### config.mk
export PLATFORM = sky130hd
export DESIGN_NAME = annunciator_outputs
export DESIGN_NICKNAME = d
export VERILOG_FILES = /design/src/rtl/annunciator_pkg.sv /design/src/rtl/annunciator_outputs.sv /design/src/rtl/blink_gen.sv
export SDC_FILE = /design/constraint.sdc
export NUM_CORES = 1
export LEC_CHECK = 0
export ABC_AREA = 1
export BUFFER_PORTS_ARGS = -buffer_cell sky130_fd_sc_hd__buf_2
export CAP_MARGIN = 10
export CORE_MARGIN = 3
export CORE_UTILIZATION = 55
export DETAILED_ROUTE_END_ITERATION = 7
export GPL_ROUTABILITY_DRIVEN = 0
export PLACE_DENSITY = 0.85
export SLEW_MARGIN = 40
export SYNTH_ARGS = -nofsm -noshare
export SYNTH_HDL_FRONTEND = slang
export SYNTH_SLANG_ARGS = --single-unit
### constraint.sdc
create_clock -name clock -period 5.15 [get_ports clock]
set_clock_uncertainty 0.15 [all_clocks]
set_input_delay 0.2575 -clock clock [delete_from_list [all_inputs] [get_ports clock]]
set_output_delay 0.2575 -clock clock [all_outputs]
set_load 0.02 [all_outputs]
### src/rtl/annunciator_pkg.sv
// Constants and carrier types for the transmission annunciator block
package annunciator_pkg;

  // Warning condition indices
  localparam int NUM_COND          = 11;
  localparam int COND_NEAR_OVSPD   = 0;
  localparam int COND_OVERSPEED    = 1;
  localparam int COND_MAX_VSPEED   = 2;
  localparam int COND_LOW_PRESS    = 3;
  localparam int COND_CONV_TEMP    = 4;
  localparam int COND_REF_DIRCHG   = 5;
  localparam int COND_REF_ENGAGE   = 6;
  localparam int COND_REF_REENGAGE = 7;
  localparam int COND_REF_DOWNSH   = 8;
  localparam int COND_NEUTRAL_LOCK = 9;
  localparam int COND_DISP_ERROR   = 10;

  // Blink style codes
  localparam logic [1:0] STYLE_STEADY = 2'h0;
  localparam logic [1:0] STYLE_SLOW   = 2'h1;
  localparam logic [1:0] STYLE_NORMAL = 2'h2;
  localparam logic [1:0] STYLE_FAST   = 2'h3;

  // Default style table, two bits per condition
  localparam logic [21:0] STYLE_RESET = 22'h0002C0;

  // Default enable mask: the two extra triggers are off
  localparam logic [10:0] TRIG_RESET = 11'h1FF;

  // Clock and blink periods
  localparam int CLOCK_HZ        = 20000000;
  localparam int SLOW_PERIOD_MS  = 1000;
  localparam int NORM_PERIOD_MS  = 500;
  localparam int FAST_PERIOD_MS  = 250;
  localparam int SLOW_HALF_CYC   = SLOW_PERIOD_MS * (CLOCK_HZ / 2000);
  localparam int NORM_HALF_CYC   = NORM_PERIOD_MS * (CLOCK_HZ / 2000);
  localparam int FAST_HALF_CYC   = FAST_PERIOD_MS * (CLOCK_HZ / 2000);

  // Gear code: direction and range
  localparam logic [1:0] DIR_NEUTRAL = 2'h0;
  localparam logic [1:0] DIR_FORWARD = 2'h1;
  localparam logic [1:0] DIR_REVERSE = 2'h2;
  localparam int         RANGE_W     = 3;
  localparam int         GEAR_SLOTS  = 32;

  // Speed fields
  localparam int           SPEED_W      = 16;
  localparam logic [15:0]  SPEED_ZERO   = 16'h0000;

  typedef enum logic [1:0] {
    RNG_NEUTRAL,
    RNG_LOW,
    RNG_HIGH,
    RNG_IMPOSSIBLE
  } range_pos_e;

  typedef struct packed {
    logic [1:0]         dir;
    logic [RANGE_W-1:0] range;
  } gear_s;

  typedef struct packed {
    logic [SPEED_W-1:0] speed;
    logic               unknown;
  } speed_report_s;

endpackage

### src/rtl/annunciator_outputs.sv
// Warning lamps, gear and reverse outputs, range switch speed correction
//
// Overview of operation
// - Per condition style: slow, normal, fast, steady
// - Priority fast, normal, slow, then steady
// - Defaults steady; temperature normal; pressure fast
// - Lamp on speed, pressure, temperature warnings
// - Lamp also flags refused requests
// - Up to three lamps, each own subset
// - Lamp state on pin and CAN signal
// - Optional triggers: neutral lock, display error
// - Gear output follows configured gear set
// - Reverse alert on lever, gear or motion
// - No switches: speed assumes high range
// - Decode two switches into range position
// - Switches fitted: speed uses detected range
// - Both switches off: screens show dashes
// - Range neutral: reported speed is zero
// - Neutral forced, latched until lever cycles
// - Both on: as neutral plus errors
// - Switch correction excludes electronic range function
module annunciator_outputs
  import annunciator_pkg::*;
#(
  parameter int NUM_LAMPS  = 1,
  parameter int SLOW_HALF  = SLOW_HALF_CYC,
  parameter int NORM_HALF  = NORM_HALF_CYC,
  parameter int FAST_HALF  = FAST_HALF_CYC
)
(
  // Clock and reset
  input  wire logic                        clock,
  input  wire logic                        rst,
  // Warning conditions, same clock
  input  wire logic [NUM_COND-1:0]         cond_active,
  // Configuration
  input  wire logic [2*NUM_COND-1:0]       cond_style,
  input  wire logic [NUM_COND-1:0]         trig_enable,
  input  wire logic [3*NUM_COND-1:0]       lamp_subset,
  input  wire logic [GEAR_SLOTS-1:0]       gear_set,
  input  wire logic                        range_sw_fitted,
  input  wire logic                        elec_range_enabled,
  // Transmission status
  input  wire gear_s                       gear_engaged,
  input  wire logic [1:0]                  lever_dir,
  input  wire logic                        lever_in_neutral,
  input  wire logic                        moving_reverse,
  input  wire logic [SPEED_W-1:0]          speed_high_range,
  input  wire logic [SPEED_W-1:0]          speed_low_range,
  // Range position switch pins
  input  wire logic                        range_high_sw,
  input  wire logic                        range_low_sw,
  // Lamp and alert outputs
  output logic [NUM_LAMPS-1:0]             warn_lamp,
  output logic                             can_warn_lamp,
  output logic                             gear_out,
  output logic                             reverse_alert,
  // Speed and range outputs
  output speed_report_s                    speed_report,
  output logic                             force_neutral,
  output logic                             err_range_high,
  output logic                             err_range_low,
  output logic                             config_error
);

  if (NUM_LAMPS < 1 || NUM_LAMPS > 3)
    $error("annunciator_outputs: NUM_LAMPS must be 1 to 3");
  if (!(FAST_HALF < NORM_HALF && NORM_HALF < SLOW_HALF))
    $error("annunciator_outputs: blink halves must rank fast<normal<slow");

  ////////////////////////////////////////////////////////////////////////////
  // Blink sources

  logic wave_slow;
  logic wave_norm;
  logic wave_fast;

  blink_gen #(.HALF_CYC(SLOW_HALF)) u_slow
  (
    .clock (clock),
    .rst   (rst),
    .wave  (wave_slow)
  );

  blink_gen #(.HALF_CYC(NORM_HALF)) u_norm
  (
    .clock (clock),
    .rst   (rst),
    .wave  (wave_norm)
  );

  blink_gen #(.HALF_CYC(FAST_HALF)) u_fast
  (
    .clock (clock),
    .rst   (rst),
    .wave  (wave_fast)
  );

  ////////////////////////////////////////////////////////////////////////////
  // Lamp arbitration, one per lamp output

  logic [NUM_COND-1:0]     trig_live;
  wire logic [3:0]         lamp_nxt [0:NUM_LAMPS];
  wire logic [NUM_LAMPS:0] lamp_r;

  // Main lamp sees all enabled triggers; neutral lock and display
  // error are only live when enabled, which they are not by default
  assign trig_live = cond_active & trig_enable;

  function automatic logic [3:0] styles_seen
  (
    input logic [NUM_COND-1:0]   act,
    input logic [2*NUM_COND-1:0] sty
  );
    logic [3:0] seen;
    seen = 4'h0;
    for (int i = 0; i < NUM_COND; i++)
    begin
      if (act[i])
        seen[sty[2*i +: 2]] = 1'b1;
    end
    return seen;
  endfunction

  function automatic logic resolve
  (
    input logic [3:0] seen,
    input logic       ws,
    input logic       wn,
    input logic       wf
  );
    logic r;
    if (seen[STYLE_FAST])
      r = wf;
    else if (seen[STYLE_NORMAL])
      r = wn;
    else if (seen[STYLE_SLOW])
      r = ws;
    else
      r = seen[STYLE_STEADY];
    return r;
  endfunction

  genvar g;
  generate
    for (g = 0; g <= NUM_LAMPS; g++)
    begin : g_lamp
      logic [NUM_COND-1:0] sel;
      logic                lit_r;
      // Slot 0 is the combined lamp, slots 1.. are the separate lamps
      if (g == 0)
        assign sel = trig_live;
      else
        assign sel = trig_live & lamp_subset[NUM_COND*(g-1) +: NUM_COND];
      assign lamp_nxt[g] = styles_seen(sel, cond_style);

      always_ff @(posedge clock or posedge rst)
      begin
        if (rst)
          lit_r <= 1'b0;
        else
          lit_r <= resolve(lamp_nxt[g], wave_slow, wave_norm, wave_fast);
      end
      assign lamp_r[g] = lit_r;
    end
  endgenerate

  // With one lamp the pin carries the combined state
  localparam int PIN_LO = (NUM_LAMPS > 1) ? 1 : 0;
  assign warn_lamp     = lamp_r[PIN_LO +: NUM_LAMPS];
  assign can_warn_lamp = lamp_r[0];

  ////////////////////////////////////////////////////////////////////////////
  // Gear dependent and reverse alert outputs

  logic gear_out_r;
  logic reverse_r;

  always_ff @(posedge clock or posedge rst)
  begin
    if (rst)
      gear_out_r <= 1'b0;
    else
      gear_out_r <= gear_set[{gear_engaged.dir, gear_engaged.range}];
  end

  always_ff @(posedge clock or posedge rst)
  begin
    if (rst)
      reverse_r <= 1'b0;
    else
      reverse_r <= (lever_dir == DIR_REVERSE) ||
                   (gear_engaged.dir == DIR_REVERSE) ||
                   moving_reverse;
  end

  assign gear_out      = gear_out_r;
  assign reverse_alert = reverse_r;

  ////////////////////////////////////////////////////////////////////////////
  // Range switch sampling and decode

  logic [1:0] sw_meta_r;
  logic [1:0] sw_sync_r;

  always_ff @(posedge clock or posedge rst)
  begin
    if (rst)
    begin
      sw_meta_r <= 2'h0;
      sw_sync_r <= 2'h0;
    end
    else
    begin
      sw_meta_r <= {range_high_sw, range_low_sw};
      sw_sync_r <= sw_meta_r;
    end
  end

  range_pos_e range_pos;
  logic       corr_on;

  // Correction only when switches are fitted and the electronic
  // range function is absent; both together raises config_error
  assign corr_on      = range_sw_fitted && !elec_range_enabled;
  assign config_error = range_sw_fitted && elec_range_enabled;

  always_comb
  begin
    case (sw_sync_r)
      2'b00:   range_pos = RNG_NEUTRAL;
      2'b01:   range_pos = RNG_LOW;
      2'b10:   range_pos = RNG_HIGH;
      default: range_pos = RNG_IMPOSSIBLE;
    endcase
  end

  ////////////////////////////////////////////////////////////////////////////
  // Corrected vehicle speed

  logic               range_lost;
  logic [SPEED_W-1:0] speed_r;
  logic               unknown_r;

  assign range_lost = corr_on &&
                      (range_pos == RNG_NEUTRAL ||
                       range_pos == RNG_IMPOSSIBLE);

  always_ff @(posedge clock or posedge rst)
  begin
    if (rst)
    begin
      speed_r   <= SPEED_ZERO;
      unknown_r <= 1'b0;
    end
    else if (!corr_on)
    begin
      speed_r   <= speed_high_range;
      unknown_r <= 1'b0;
    end
    else if (range_lost)
    begin
      speed_r   <= SPEED_ZERO;
      unknown_r <= 1'b1;
    end
    else
    begin
      speed_r   <= (range_pos == RNG_LOW) ? speed_low_range
                                          : speed_high_range;
      unknown_r <= 1'b0;
    end
  end

  assign speed_report.speed   = speed_r;
  assign speed_report.unknown = unknown_r;

  ////////////////////////////////////////////////////////////////////////////
  // Neutral lock after range loss

  typedef enum logic [1:0] {
    NL_FREE,
    NL_LOCKED,
    NL_LEVER_SEEN
  } nlock_e;

  nlock_e nl_r;

  always_ff @(posedge clock or posedge rst)
  begin
    if (rst)
      nl_r <= NL_FREE;
    else if (range_lost)
      nl_r <= NL_LOCKED;
    else
    begin
      case (nl_r)
        NL_FREE:       nl_r <= NL_FREE;
        NL_LOCKED:     if (lever_in_neutral) nl_r <= NL_LEVER_SEEN;
        NL_LEVER_SEEN: if (!lever_in_neutral && lever_dir != DIR_NEUTRAL)
                         nl_r <= NL_FREE;
        default:       nl_r <= NL_FREE;
      endcase
    end
  end

  assign force_neutral = range_lost || (nl_r != NL_FREE);

  ////////////////////////////////////////////////////////////////////////////
  // Impossible combination error flags

  logic err_r;

  always_ff @(posedge clock or posedge rst)
  begin
    if (rst)
      err_r <= 1'b0;
    else
      err_r <= corr_on && (range_pos == RNG_IMPOSSIBLE);
  end

  assign err_range_high = err_r;
  assign err_range_low  = err_r;

  ////////////////////////////////////////////////////////////////////////////
  // Checks

  a_steady_only: assert property (@(posedge clock) disable iff (rst)
    (lamp_nxt[0] == 4'h1) |=> lamp_r[0])
    else $error("steady style did not light the lamp");

  a_fast_wins: assert property (@(posedge clock) disable iff (rst)
    lamp_nxt[0][STYLE_FAST] |=> (lamp_r[0] == $past(wave_fast)))
    else $error("fast blink did not take priority");

  a_lamp_idle: assert property (@(posedge clock) disable iff (rst)
    (trig_live == '0) |=> !lamp_r[0])
    else $error("lamp lit with no trigger");

  a_reverse_alert: assert property (@(posedge clock)
    disable iff (rst)
    moving_reverse |=> reverse_alert)
    else $error("reverse alert missed motion in reverse");

  a_speed_zero: assert property (@(posedge clock) disable iff (rst)
    range_lost |=> (speed_r == SPEED_ZERO && unknown_r))
    else $error("speed not zeroed on range loss");

  a_high_default: assert property (@(posedge clock)
    disable iff (rst)
    !corr_on |=> (speed_r == $past(speed_high_range)))
    else $error("speed did not assume high range");

  a_lock_holds: assert property (@(posedge clock) disable iff (rst)
    (range_lost ##1 (!range_lost && !lever_in_neutral)) |-> force_neutral)
    else $error("neutral lock released without lever cycle");

  a_impossible_err: assert property (@(posedge clock)
    disable iff (rst)
    (corr_on && range_pos == RNG_IMPOSSIBLE) |=>
      (err_range_high && err_range_low && force_neutral))
    else $error("impossible combination not reported");

  a_gear_out: assert property (@(posedge clock) disable iff (rst)
    1'b1 |=> (gear_out ==
              $past(gear_set[{gear_engaged.dir, gear_engaged.range}])))
    else $error("gear output mismatch");

endmodule

### src/rtl/blink_gen.sv
// Free running square wave of programmable half period
module blink_gen
  import annunciator_pkg::*;
#(
  parameter int HALF_CYC = 1000
)
(
  // Clock and reset
  input  wire logic clock,
  input  wire logic rst,
  // Wave out
  output logic      wave
);

  localparam int CW = $clog2(HALF_CYC + 1);

  if (HALF_CYC < 2)
    $error("blink_gen: HALF_CYC must be at least 2");

  logic [CW-1:0] cnt_r;
  logic          wave_r;

  always_ff @(posedge clock or posedge rst)
  begin
    if (rst)
    begin
      cnt_r  <= '0;
      wave_r <= 1'b0;
    end
    else if (cnt_r == CW'(HALF_CYC - 1))
    begin
      cnt_r  <= '0;
      wave_r <= ~wave_r;
    end
    else
      cnt_r <= cnt_r + CW'(1);
  end

  assign wave = wave_r;

  a_wave_period: assert property (@(posedge clock) disable iff (rst)
    (cnt_r != CW'(HALF_CYC - 1)) |=> (wave_r == $past(wave_r)))
    else $error("blink wave toggled early");

endmodule

* Yosys cells after proc, flatten, opt, wreduce, memory -nomap -nowiden
Cells that the tools add are included.
** Storage, ports and cells
- Input port bits :: 156
- Register bits :: 99
- Output and inout port bits :: 25
- Word-level logic and storage cells :: 146
** Cells by class
- Equal/unequal tests :: 13
- Order comparisons :: 23
- Reductions and logical operators :: 27
- Bitwise gates (word level) :: 14
- Add/sub/neg operators :: 3
- Multiplexer cells :: 51
** Operators by type and width (number)
- 16-bit two-way mux :: 3
- 4-bit two-way mux :: 11
- 4-bit bitwise OR :: 10
- 2-bit by 3-bit less-than comparator with 1-bit output, second input constant :: 11
- 24-bit by 1-bit adder with 24-bit output, second input constant :: 1
- 24-bit equality test, second input constant :: 1
- 24-bit two-way mux :: 1
- 23-bit by 1-bit adder with 23-bit output, second input constant :: 1
- 23-bit equality test, second input constant :: 1
- 23-bit two-way mux :: 1
- 22-bit by 1-bit adder with 22-bit output, second input constant :: 1
- 1-bit demux with 2-bit select :: 11
- 22-bit equality test, second input constant :: 1
- 2-bit by 1-bit greater-or-equal comparator with 1-bit output, second input constant :: 11
- 22-bit two-way mux :: 1
- 1-bit two-way mux :: 17
- 1-bit logical AND :: 16
- 11-bit AND :: 1
- 2-bit equality test, second input constant :: 5
- 2-bit by 1-bit equality test with 1-bit output, second input constant :: 3
- 5-bit by 6-bit less-than comparator with 1-bit output, second input constant :: 1
- 2-bit two-way mux :: 3
- 3-bit != test, second input constant :: 2
- 2-bit one-hot mux with 3 select lines :: 1
- other kinds (8) :: 16

* Logic depth before layout (Yosys ltp)
Gate-level depths: netlist of the first run.
- Depth after elaboration :: 28
- Gate-level depth with buffers :: 10
- Gate-level depth less buffers :: 10

* Hierarchy
From an unflattened synthesis of the first run, not the netlist that was laid out.
** Second synthesis, totals
- Cell total of the unflattened synthesis :: 931
- Area, all modules :: 6367.4 um2
** By module, submodules not included
- annunciator_outputs :: times used 1, cells each 329, sequential area each 675.6 um2, area an instance 2063.2 um2
- blink_gen (u_slow) :: times used 1, cells each 214, sequential area each 625.6 um2, area an instance 1497.7 um2
- blink_gen (u_norm) :: times used 1, cells each 203, sequential area each 600.6 um2, area an instance 1418.9 um2
- blink_gen (u_fast) :: times used 1, cells each 185, sequential area each 575.6 um2, area an instance 1387.6 um2

* Least setup slack after synthesis of the first run
OpenSTA, ideal clock, no wires.
- Kind :: register to register
- Start point :: reg u_norm.cnt_r[0]
- End point :: reg u_norm.cnt_r[10]
- Stages on the path, launching flop included :: 11
- Arrival :: 1.368 ns
- Path slack :: 3.515 ns
- Data required time :: 4.883 ns
- Buffers on the path :: 0
- Cell sequence :: dfrtp_1 > ha_1 > nand3_2 > nor2_1 > inv_1 > nor3_2 > nand2_1 > inv_2 > a21oi_1 > o21ai_1 > inv_1
** Between the ends
- Word-level cells in the longest chain between the ends :: 2
- Elaborated cells on any way between the ends :: 3
- Classes of those cells :: add/sub (1); eq/ne (1); mux (1)
** Ends and longest elaborated chain
- start, declared :: RTL line blink_gen.sv:20 : logic [CW-1:0] cnt_r;
- start signal, assigned :: RTL line blink_gen.sv:36 : cnt_r <= cnt_r + CW'(1);
- 23-bit by 1-bit adder with 23-bit output / 23-bit equality test (equally long branches) :: RTL line blink_gen.sv:36, blink_gen.sv:30
- 23-bit two-way mux (*) :: RTL line blink_gen.sv:30 : else if (cnt_r == CW'(HALF_CYC - 1))
Every way passes the cells marked *; elsewhere a longest branch is shown, timed or not.
A chain may end at the register's enable or synchronous reset.

* Worst setup path in the final report of the first run
- Start point :: reg sw_sync_r[1]
- End point :: reg speed_r[1]
** Between the ends
- Word-level cells in the longest chain between the ends :: 7
- Elaborated cells on any way between the ends :: 12
- Classes of those cells :: eq/ne (4); mux (4); reduce/logical (4)
** Ends and longest elaborated chain
- start, declared :: RTL line annunciator_outputs.sv:204 : logic [1:0] sw_sync_r;
- start signal, assigned :: RTL line annunciator_outputs.sv:216 : sw_sync_r <= sw_meta_r;
- 2-bit equality test, or another cell as far along :: RTL line annunciator_outputs.sv:230 : case (sw_sync_r)
- 2-bit one-hot mux with 3 select lines (*) :: RTL line annunciator_outputs.sv:230
- 2-bit equality test / 2-bit zero test (equally long branches) :: RTL line annunciator_outputs.sv:247, annunciator_outputs.sv:246
- 1-bit logical OR :: RTL line annunciator_outputs.sv:246 : (range_pos == RNG_NEUTRAL ||
- 1-bit logical AND :: RTL line annunciator_outputs.sv:245 : assign range_lost = corr_on &&
- 16-bit two-way mux (*) :: RTL line annunciator_outputs.sv:261 : else if (range_lost)
- 16-bit two-way mux (*) :: RTL line annunciator_outputs.sv:256 : else if (!corr_on)
- end signal, assigned :: RTL line annunciator_outputs.sv:258 : speed_r <= speed_high_range;
- end signal, assigned :: RTL line annunciator_outputs.sv:268 : speed_r <= (range_pos == RNG_LOW) ? speed_low_range
- end, declared :: RTL line annunciator_outputs.sv:242 : logic [SPEED_W-1:0] speed_r;
Marks and branches as above.

==> results.cfg, run 1 <==
[worst_setup_path]
startpoint_type = register
worstPathBufferInverterCount = 3
critPathArrivalTime_ns = 2.96
crit_path_cell_trace = inv_1 -> ha_1 -> clkinv_1 -> nor2_2 -> o21ai_0 -> nor2_1 -> dlygate4sd3_1
path_class = register to register
cp_data_required_time_ns = 5.33
critical_path.max_stage_delay_ns = 0.65
path_delay_family = buffers and inverters
setup.worst_path.end_class = register
path_max_fanout = 17
cpMaxStageDelayCell = sky130_fd_sc_hd__nor2_2

[global_routing]
globalRoute.totalOverflow = 0
grt_max_degree = 61
grt_pass1_wl_mm = 25.3
grt_pass1_vias = 5649
antenna_found_initial = 0
grt_usage_pct = 24.8

[yosys]
synth_simple_gate_area_share_pct = 36.3
yosysTopAreaCell = sky130_fd_sc_hd__dfrtp_1
postSynthAreaPerCell_um2 = 7.12
yosys.area_share.adder_pct = 1.04
mappedNetlistArea_mm2 = 0.00600
synth.mux.area_fraction_pct = 0
synth_top_area_share_pct = 41.3
ys_warn_count = 0
synth_cell_type_count = 39
yosys-top-cells-area = sky130_fd_sc_hd__dfrtp_1 41%, sky130_fd_sc_hd__nand2_1 9.7%, sky130_fd_sc_hd__inv_1 8.7%
ys_seq_elements = 99
post_synth_inst_count = 842
largest_family_of_logic_cells_by_synthesized_area = simple AND/OR/NAND/NOR gates
synth_compound_gate_area_share_pct = 6.03
synth_nets = 1003
synth_seq_area_share_pct = 41.3
synthXorXnorAreaFrac_pct = 5.26

[cells_and_area]
final_core_utilization_pct = 69.8
area_delta_synth_final_pct = 21.8
post_route_cells_drive_above_1_share_pct = 18.8
final_net_count = 1176
fillerInstances = 848
antennaDiodeCount = 0

[sta]
timing_worst_slew_pin_value_ns = 0.715
timing_max_transition_violations_final = 0
rsz0062_at_grt = false
max-slew-margin-rel_pct = 52.3
number_of_endpoints_failing_setup_at_the_final_stage = 0
fin_hold_ws_ns = 0.0167
totalNegativeSetupSlack_ns = 0
period_share_pct = 54.0
final.min_clock_period_ns = 2.78
max_clock_freq_mhz = 360
hold_violations = 0

[floorplan]
dieHeight_um = 110
fp.dieW_um = 110
core-area_mm2 = 0.0105
core.rowCount = 37
floorplan.io_pins = 181
starting_density_of_the_core_pct = 57.3
full_die_area_mm2 = 0.0122

[clocking]
postCtsResizedCells = 0
clk_transition_reported_paths_ns = 0.10
cts_max_path_buffers = 2
root_buffer = sky130_fd_sc_hd__clkbuf_8
post_cts.repair.setup_buffers = 0
numClockSinks = 99
latest_clock_arrival_within_the_worst_skew_pair_ns = 0.38
cts_buffers = 9
clock_tree_from_tritoncts = built
h-tree-depth = 3

[routing]
number_of_routed_nets_with_antenna_violations = 0
routed-via-count = 5956
post-route-drc-count = 0
drt_pre_antenna_iters = 5
routed_wl_mm = 14.9
drt-initial-drc-count = 468
via_per_inst = 5.15
wl_per_cell_um = 12.9

[placed_design]
numPortBuffers = 147
detailed_place_hpwl_mm = 10.8

[hold_path]
min-delay-path-class = input port to register

[power_and_ir_drop]
power_dens_cells_mw_per_mm2 = 208
ir_worst_vdd_v = 0.000186
leakage_nw = 3.89

[run]
drv_cap = 0

[outcome]
result_of_the_run = completed
through the flow:
| step | power [mW] | std cells | setup WS (ns) | area, um2 |
|---|---|---|---|---|
| final | 1.52 | 1156 | 2.37 | 7310 |
| after global routing | 1.59 | 1156 | 2.21 | 7310 |
| after CTS | 1.52 | 1156 | 2.59 | 7310 |
| after detailed placement | 1.01 | 1114 | 3.10 | 6850 |
| after global placement | 1.01 | 1114 | 3.13 | 6850 |
| after floorplan | 0.924 | 842 | 2.15 | 6000 |
cell usage in the layout (no fill, tap or decap), drive strengths merged:
cell           n
and3           2
nor3b          2
nand4         36
xor2          32
dlygate4sd3   26
o211ai         5
nand2        163
o21bai         1
nand3b         1
o31ai          1
buf          148
xnor2          4
o21a           2
o21ai         42
inv          145
nor2         149
clkinv         4
bufinv         1
a21oi         13
dfrtp         99
ha             5
o211a          1
nor3          63
nor4           8
clkbuf        11
or2            2
o221ai         1
nand3         53
tightest hold or removal path, stage by stage:
cell and delay [ns]:
sky130_fd_sc_hd__buf_2 0.09, sky130_fd_sc_hd__nor3_1 0.04, sky130_fd_sc_hd__nor2_1 0.10
flip-flops by register name, indices dropped and copies added (netlist names):
signal          count
u_slow.wave         1
gear_out            1
unknown_r           1
sw_sync_r           2
can_warn_lamp       1
speed_r            16
u_norm.cnt_r       23
u_fast.cnt_r       22
sw_meta_r           2
nl_r                2
u_slow.cnt_r       24
err_range_high      1
u_fast.wave         1
reverse_alert       1
u_norm.wave         1
what timing repair did:
action                                  in CTS  in global routing
endpoints found under the hold margin       58                  0
hold buffers                                26                  0
endpoints found under the setup margin       0                  0
area by class of cell:
cell class | instances | area [um2] | share of cell area, %
Sequential cell | 99 | 2480 | 33.9
Multi-Input combinational cell | 586 | 2920 | 39.9
Clock buffer | 11 | 131 | 1.80
Inverter | 145 | 547 | 7.48
Tap cell | 136 | 170 | 2.33
Timing Repair Buffer | 174 | 1000 | 13.7
Clock inverter | 5 | 61.3 | 0.839
report_power, final:
group	internal (mW)	total [mW]	leakage, nW	switching (mW)
registers	0.794	0.802	1.29	0.00788
logic	0.0909	0.220	2.50	0.129
clock network	0.228	0.496	0.0979	0.268
layer usage:
layer  vias up  wire, um  part of all wire (%)  global-route usage, %
li1       3041         -                     -                      -
met1      2618      6110                    41                   31.0
met2       256      7300                    49                   41.9
met3        41      1030                   6.9                   5.32
met4         0       465                   3.1                   10.0
met5         -         0                     0                      0
synthesized netlist by cell type:
library cell	number
sky130_fd_sc_hd__buf_2	3
sky130_fd_sc_hd__xor2_1	32
sky130_fd_sc_hd__nand2_4	2
sky130_fd_sc_hd__nor3_2	3
sky130_fd_sc_hd__clkbuf_1	4
sky130_fd_sc_hd__buf_1	1
sky130_fd_sc_hd__nor3b_1	2
sky130_fd_sc_hd__and3_1	2
sky130_fd_sc_hd__o211ai_1	5
sky130_fd_sc_hd__o21ai_0	37
sky130_fd_sc_hd__o211a_1	1
sky130_fd_sc_hd__or2_0	1
sky130_fd_sc_hd__nor2_4	4
sky130_fd_sc_hd__ha_1	5
sky130_fd_sc_hd__nand3b_1	1
sky130_fd_sc_hd__nand3_2	1
sky130_fd_sc_hd__nand2_1	155
sky130_fd_sc_hd__clkbuf_2	1
sky130_fd_sc_hd__inv_2	5
sky130_fd_sc_hd__dfrtp_1	99
sky130_fd_sc_hd__o21ai_1	5
sky130_fd_sc_hd__o31ai_1	1
sky130_fd_sc_hd__nor3_1	60
sky130_fd_sc_hd__clkinv_1	1
sky130_fd_sc_hd__nand4_1	36
sky130_fd_sc_hd__or2_2	1
sky130_fd_sc_hd__nor2_2	6
sky130_fd_sc_hd__nand3_1	52
sky130_fd_sc_hd__buf_4	3
sky130_fd_sc_hd__nor4_2	1
sky130_fd_sc_hd__nor4_1	7
sky130_fd_sc_hd__xnor2_1	4
sky130_fd_sc_hd__o21a_1	2
sky130_fd_sc_hd__o21bai_1	1
sky130_fd_sc_hd__inv_1	139
sky130_fd_sc_hd__o221ai_1	1
sky130_fd_sc_hd__nor2_1	139
sky130_fd_sc_hd__nand2_2	6
sky130_fd_sc_hd__a21oi_1	13
path summary, 6_finish.rpt:
path,startpoint,end,slack (ns),cells past startpoint
setup reg to reg,sw_sync_r[1],speed_r[1],2.37,7
max in group asynchronous,rst,speed_r[8],3.45,4
hold / removal,speed_low_range[9],speed_r[9],0.02,3
min in group asynchronous,rst,speed_r[14],0.30,3
setup / recovery,sw_sync_r[1],speed_r[1],2.37,7
hold reg to reg,sw_meta_r[0],sw_sync_r[0],0.20,0
kinds of logic after synthesis:
family,count (synthesis)
AOI/OAI and AO/OA,66
xor gates and xnor gates,36
adders and majority gates,5
buffers and inverters,157
DFF,99
and+or+nand+nor,479
Power figures use the tool's default switching activity.
==> inputs of run 2 (changes only) <==
--- a/config.mk
+++ b/config.mk
@@ -5,14 +5,14 @@
 export SDC_FILE = /design/constraint.sdc
 export NUM_CORES = 1
 export LEC_CHECK = 0
-export ABC_AREA = 1
+export ABC_AREA = 0
 export BUFFER_PORTS_ARGS = -buffer_cell sky130_fd_sc_hd__buf_2
 export CAP_MARGIN = 10
 export CORE_MARGIN = 3
-export CORE_UTILIZATION = 55
+export CORE_UTILIZATION = 50
 export DETAILED_ROUTE_END_ITERATION = 7
 export GPL_ROUTABILITY_DRIVEN = 0
-export PLACE_DENSITY = 0.85
+export PLACE_DENSITY = 0.8
 export SLEW_MARGIN = 40
 export SYNTH_ARGS = -nofsm -noshare
 export SYNTH_HDL_FRONTEND = slang
==> constraint.sdc (replaced) <==
create_clock -name clock -period 2.7 [get_ports clock]
set_clock_uncertainty 0.15 [all_clocks]
set_input_delay 0.135 -clock clock [delete_from_list [all_inputs] [get_ports clock]]
set_output_delay 0.135 -clock clock [all_outputs]
set_load 0.02 [all_outputs]
==> run 2 against run 1 <==
  * Via count fell by 20%
  * Critical path depth did not move
  * Routed wire length fell by 5.8%
  * Largest power group unchanged
  * Highest routed layer unchanged
==> results.cfg, run 2 <==
[yosys]
synth_compound_gate_area_share_pct = 3.54
synth.top_cells.by_count = 99 x sky130_fd_sc_hd__dfrtp_1, 57 x sky130_fd_sc_hd__nand2_1, 42 x sky130_fd_sc_hd__nor2_1, 33 x sky130_fd_sc_hd__nand3_1
synth_edf_count = 0
synth.most_common_cell = sky130_fd_sc_hd__dfrtp_1
synth_cell_type_count = 45
synthXorXnorAreaFrac_pct = 10.3
ys_seq_elements = 99
ys_warn_count = 0
largest_family_of_logic_cells_by_synthesized_area = simple AND/OR/NAND/NOR gates
yosysTopAreaCell = sky130_fd_sc_hd__dfrtp_1
yosys-top-cells-area = sky130_fd_sc_hd__dfrtp_1 49%, sky130_fd_sc_hd__xnor2_1 5.2%, sky130_fd_sc_hd__xor2_1 5.2%
synth_nets = 655
yosys.area_share.adder_pct = 1.23
async_reset_ff_share_pct = 100
post_synth_inst_count = 494
synth.mux.area_fraction_pct = 5.23
ys_dominant_reg_cell = sky130_fd_sc_hd__dfrtp_1
synth_top_area_share_pct = 48.6
synth_simple_gate_area_share_pct = 28.9
postSynthAreaPerCell_um2 = 10.3
mappedNetlistArea_mm2 = 0.00510
synth_seq_area_share_pct = 48.6

[clocking]
h-tree-depth = 3
cts_buffers = 9
cts_max_path_buffers = 2
numClockSinks = 99
post_cts.repair.setup_buffers = 0
latest_clock_arrival_within_the_worst_skew_pair_ns = 0.37
clock_tree_from_tritoncts = built
root_buffer = sky130_fd_sc_hd__clkbuf_8
clk_transition_reported_paths_ns = 0.11

[run]
drv_cap = 0

[cells_and_area]
post_route_cells_drive_above_1_share_pct = 27.2
final_core_utilization_pct = 67.6
mostFrequentLayoutCells = 147 x sky130_fd_sc_hd__buf_2, 99 x sky130_fd_sc_hd__dfrtp_1, 57 x sky130_fd_sc_hd__nand2_1
largest_reg_flops = 24
commonest_non_fill_non_tap_cell_in_the_layout = sky130_fd_sc_hd__buf_2
largest-register = u_slow.cnt_r
fillerInstances = 716
stdcell_count = 826
area_delta_synth_final_pct = 30.3
biggestRegsByFlops = u_slow.cnt_r (24), u_norm.cnt_r (23), u_fast.cnt_r (22)
final_net_count = 848

[floorplan]
core-area_mm2 = 0.00982
dieHeight_um = 107
full_die_area_mm2 = 0.0114
fp.dieW_um = 107
starting_density_of_the_core_pct = 51.9
core.rowCount = 36
floorplan.io_pins = 181

[global_routing]
grt_pass1_wl_mm = 22.7
grt_usage_pct = 25.1
antenna_found_initial = 2
grt_pass1_vias = 4827
grt_max_degree = 44
globalRoute.totalOverflow = 0

[worst_setup_path]
cpMaxStageDelayCell = sky130_fd_sc_hd__dlygate4sd3_1
reg2reg_to = speed_r[9]
startpoint_type = input port
r2r-start = sw_sync_r[0]
setup_slack_on_the_worst_flop_to_flop_path_ns = 0.42
critical_path.max_stage_delay_ns = 0.59
path_max_fanout = 16
reg2regPathDepth = 4
worst_path_most_repeated_cell = sky130_fd_sc_hd__dlygate4sd3_1
crit_path_cell_trace = dlygate4sd3_1 -> buf_2 -> nor2b_1 -> and2_1 -> nand2_1 -> a21oi_1 -> dlygate4sd3_1
path_class = input port to register
worstPathBufferInverterCount = 3
critPathArrivalTime_ns = 2.55
cp_data_required_time_ns = 2.86
path_delay_family = buffers and inverters
setup.worst_path.end_class = register

[hold_path]
min_from = gear_engaged[2]
hold-path-endpoint = gear_out
worst_hold_path.num_cells = 3
min-delay-path-class = input port to register

[power_and_ir_drop]
power_dens_cells_mw_per_mm2 = 465
ir_worst_vdd_v = 0.000323
p_total_mw = 3.09
leakage_nw = 3.12

[routing]
number_of_routed_nets_with_antenna_violations = 0
drt_pre_antenna_iters = 5
via_per_inst = 5.74
routed-via-count = 4740
drt-initial-drc-count = 426
post-route-drc-count = 0
routed_wl_mm = 14.0
wl_per_cell_um = 17.0

[sta]
setup_ws_ns = 0.311
timing_max_transition_violations_final = 0
totalNegativeSetupSlack_ns = 0
max-slew-margin-rel_pct = 52.1
rsz0062_at_grt = false
timing_worst_slew_pin_value_ns = 0.719
final.min_clock_period_ns = 2.39
hold_violations = 0
max_clock_freq_mhz = 419
number_of_endpoints_failing_setup_at_the_final_stage = 0
period_share_pct = 88.5

[placed_design]
dpl.cell_count = 768
detailed_place_hpwl_mm = 9.35
placement.setup.worst_slack_ns = 0.571
numPortBuffers = 147

[outcome]
result_of_the_run = completed
[run 2: cell types whose count changed in the layout (fill, tap and decap cells not counted), moves of 19 or more]
cell                       delta
sky130_fd_sc_hd__inv_1      -128
sky130_fd_sc_hd__nand2_1     -98
sky130_fd_sc_hd__nand3_1     -19
sky130_fd_sc_hd__nand4b_1    +21
sky130_fd_sc_hd__nor2_1      -97
sky130_fd_sc_hd__nor3_1      -46
sky130_fd_sc_hd__o21ai_0     -34
sky130_fd_sc_hd__xnor2_1     +26
[run 2: report_power, final]
part | switching, mW | internal, mW
Clock | 0.521 | 0.614
Sequential | 0.0173 | 1.51
Combinational | 0.213 | 0.211
Total | 0.752 | 2.34
[run 2: kinds of logic (layout without fill, tap and decap cells)]
| group | count (synthesis) | after routing |
|---|---|---|
| DFF | 99 | 99 |
| AOI/OAI and AO/OA | 32 | 32 |
| muxes | 14 | 14 |
| other | 0 | 2 |
| adders and majority gates | 5 | 5 |
| buffers and inverters | 25 | 222 |
| xor gates and xnor gates | 60 | 60 |
| and+or+nand+nor | 259 | 259 |
[run 2: worst max-delay path by stage]
stage,endpoint,start,cells after the start
after CTS,force_neutral,sw_sync_r[0],4
after global routing,speed_r[9],elec_range_enabled,7
after global placement,u_norm.cnt_r[11],u_norm.cnt_r[0],6
after detailed placement,u_norm.cnt_r[14],u_norm.cnt_r[0],6
final,speed_r[8],elec_range_enabled,7
after floorplan,u_norm.cnt_r[11],u_norm.cnt_r[0],6
[run 2: tightest hold or removal path: stages]
cell and delay, ns:
sky130_fd_sc_hd__buf_2 0.10, sky130_fd_sc_hd__mux4_2 0.16, sky130_fd_sc_hd__mux2_2 0.13
[run 2: timing repair]
item,in CTS,in global routing
hold endpoints to repair,36,0
hold buffers,41,0
gates resized for setup,0,0
[run 2: cell type report]
type	instances	area, um2	share of cell area, %
antenna	2	5.00	0.0754
clock buffer	9	124	1.87
clock inverter	6	115	1.73
inverter	12	48.8	0.735
multi-input combinational	370	2510	37.7
sequential	99	2480	37.3
tap	133	166	2.51
timing repair buffer	195	1200	18.0
[run 2: layer usage]
| metal | vias to the layer above | global-route usage, % | part of all wire [%] |
|---|---|---|---|
| met5 | - | 0 | 0 |
| met4 | 0 | 13.2 | 4.4 |
| met3 | 47 | 5.06 | 8.1 |
| met2 | 264 | 43.6 | 50 |
| met1 | 2271 | 29.4 | 38 |
| li1 | 2158 | - | - |
[run 2: metrics by stage]
step / cell area (um2) / hold slack [ns]
finish: 6640 / 0.0518
global route: 6640 / 0.0447
CTS: 6640 / 0.0389
detailed placement: 5990 / -0.0345
global placement: 5990 / -0.0405
floorplan: 5100 / 0.0164
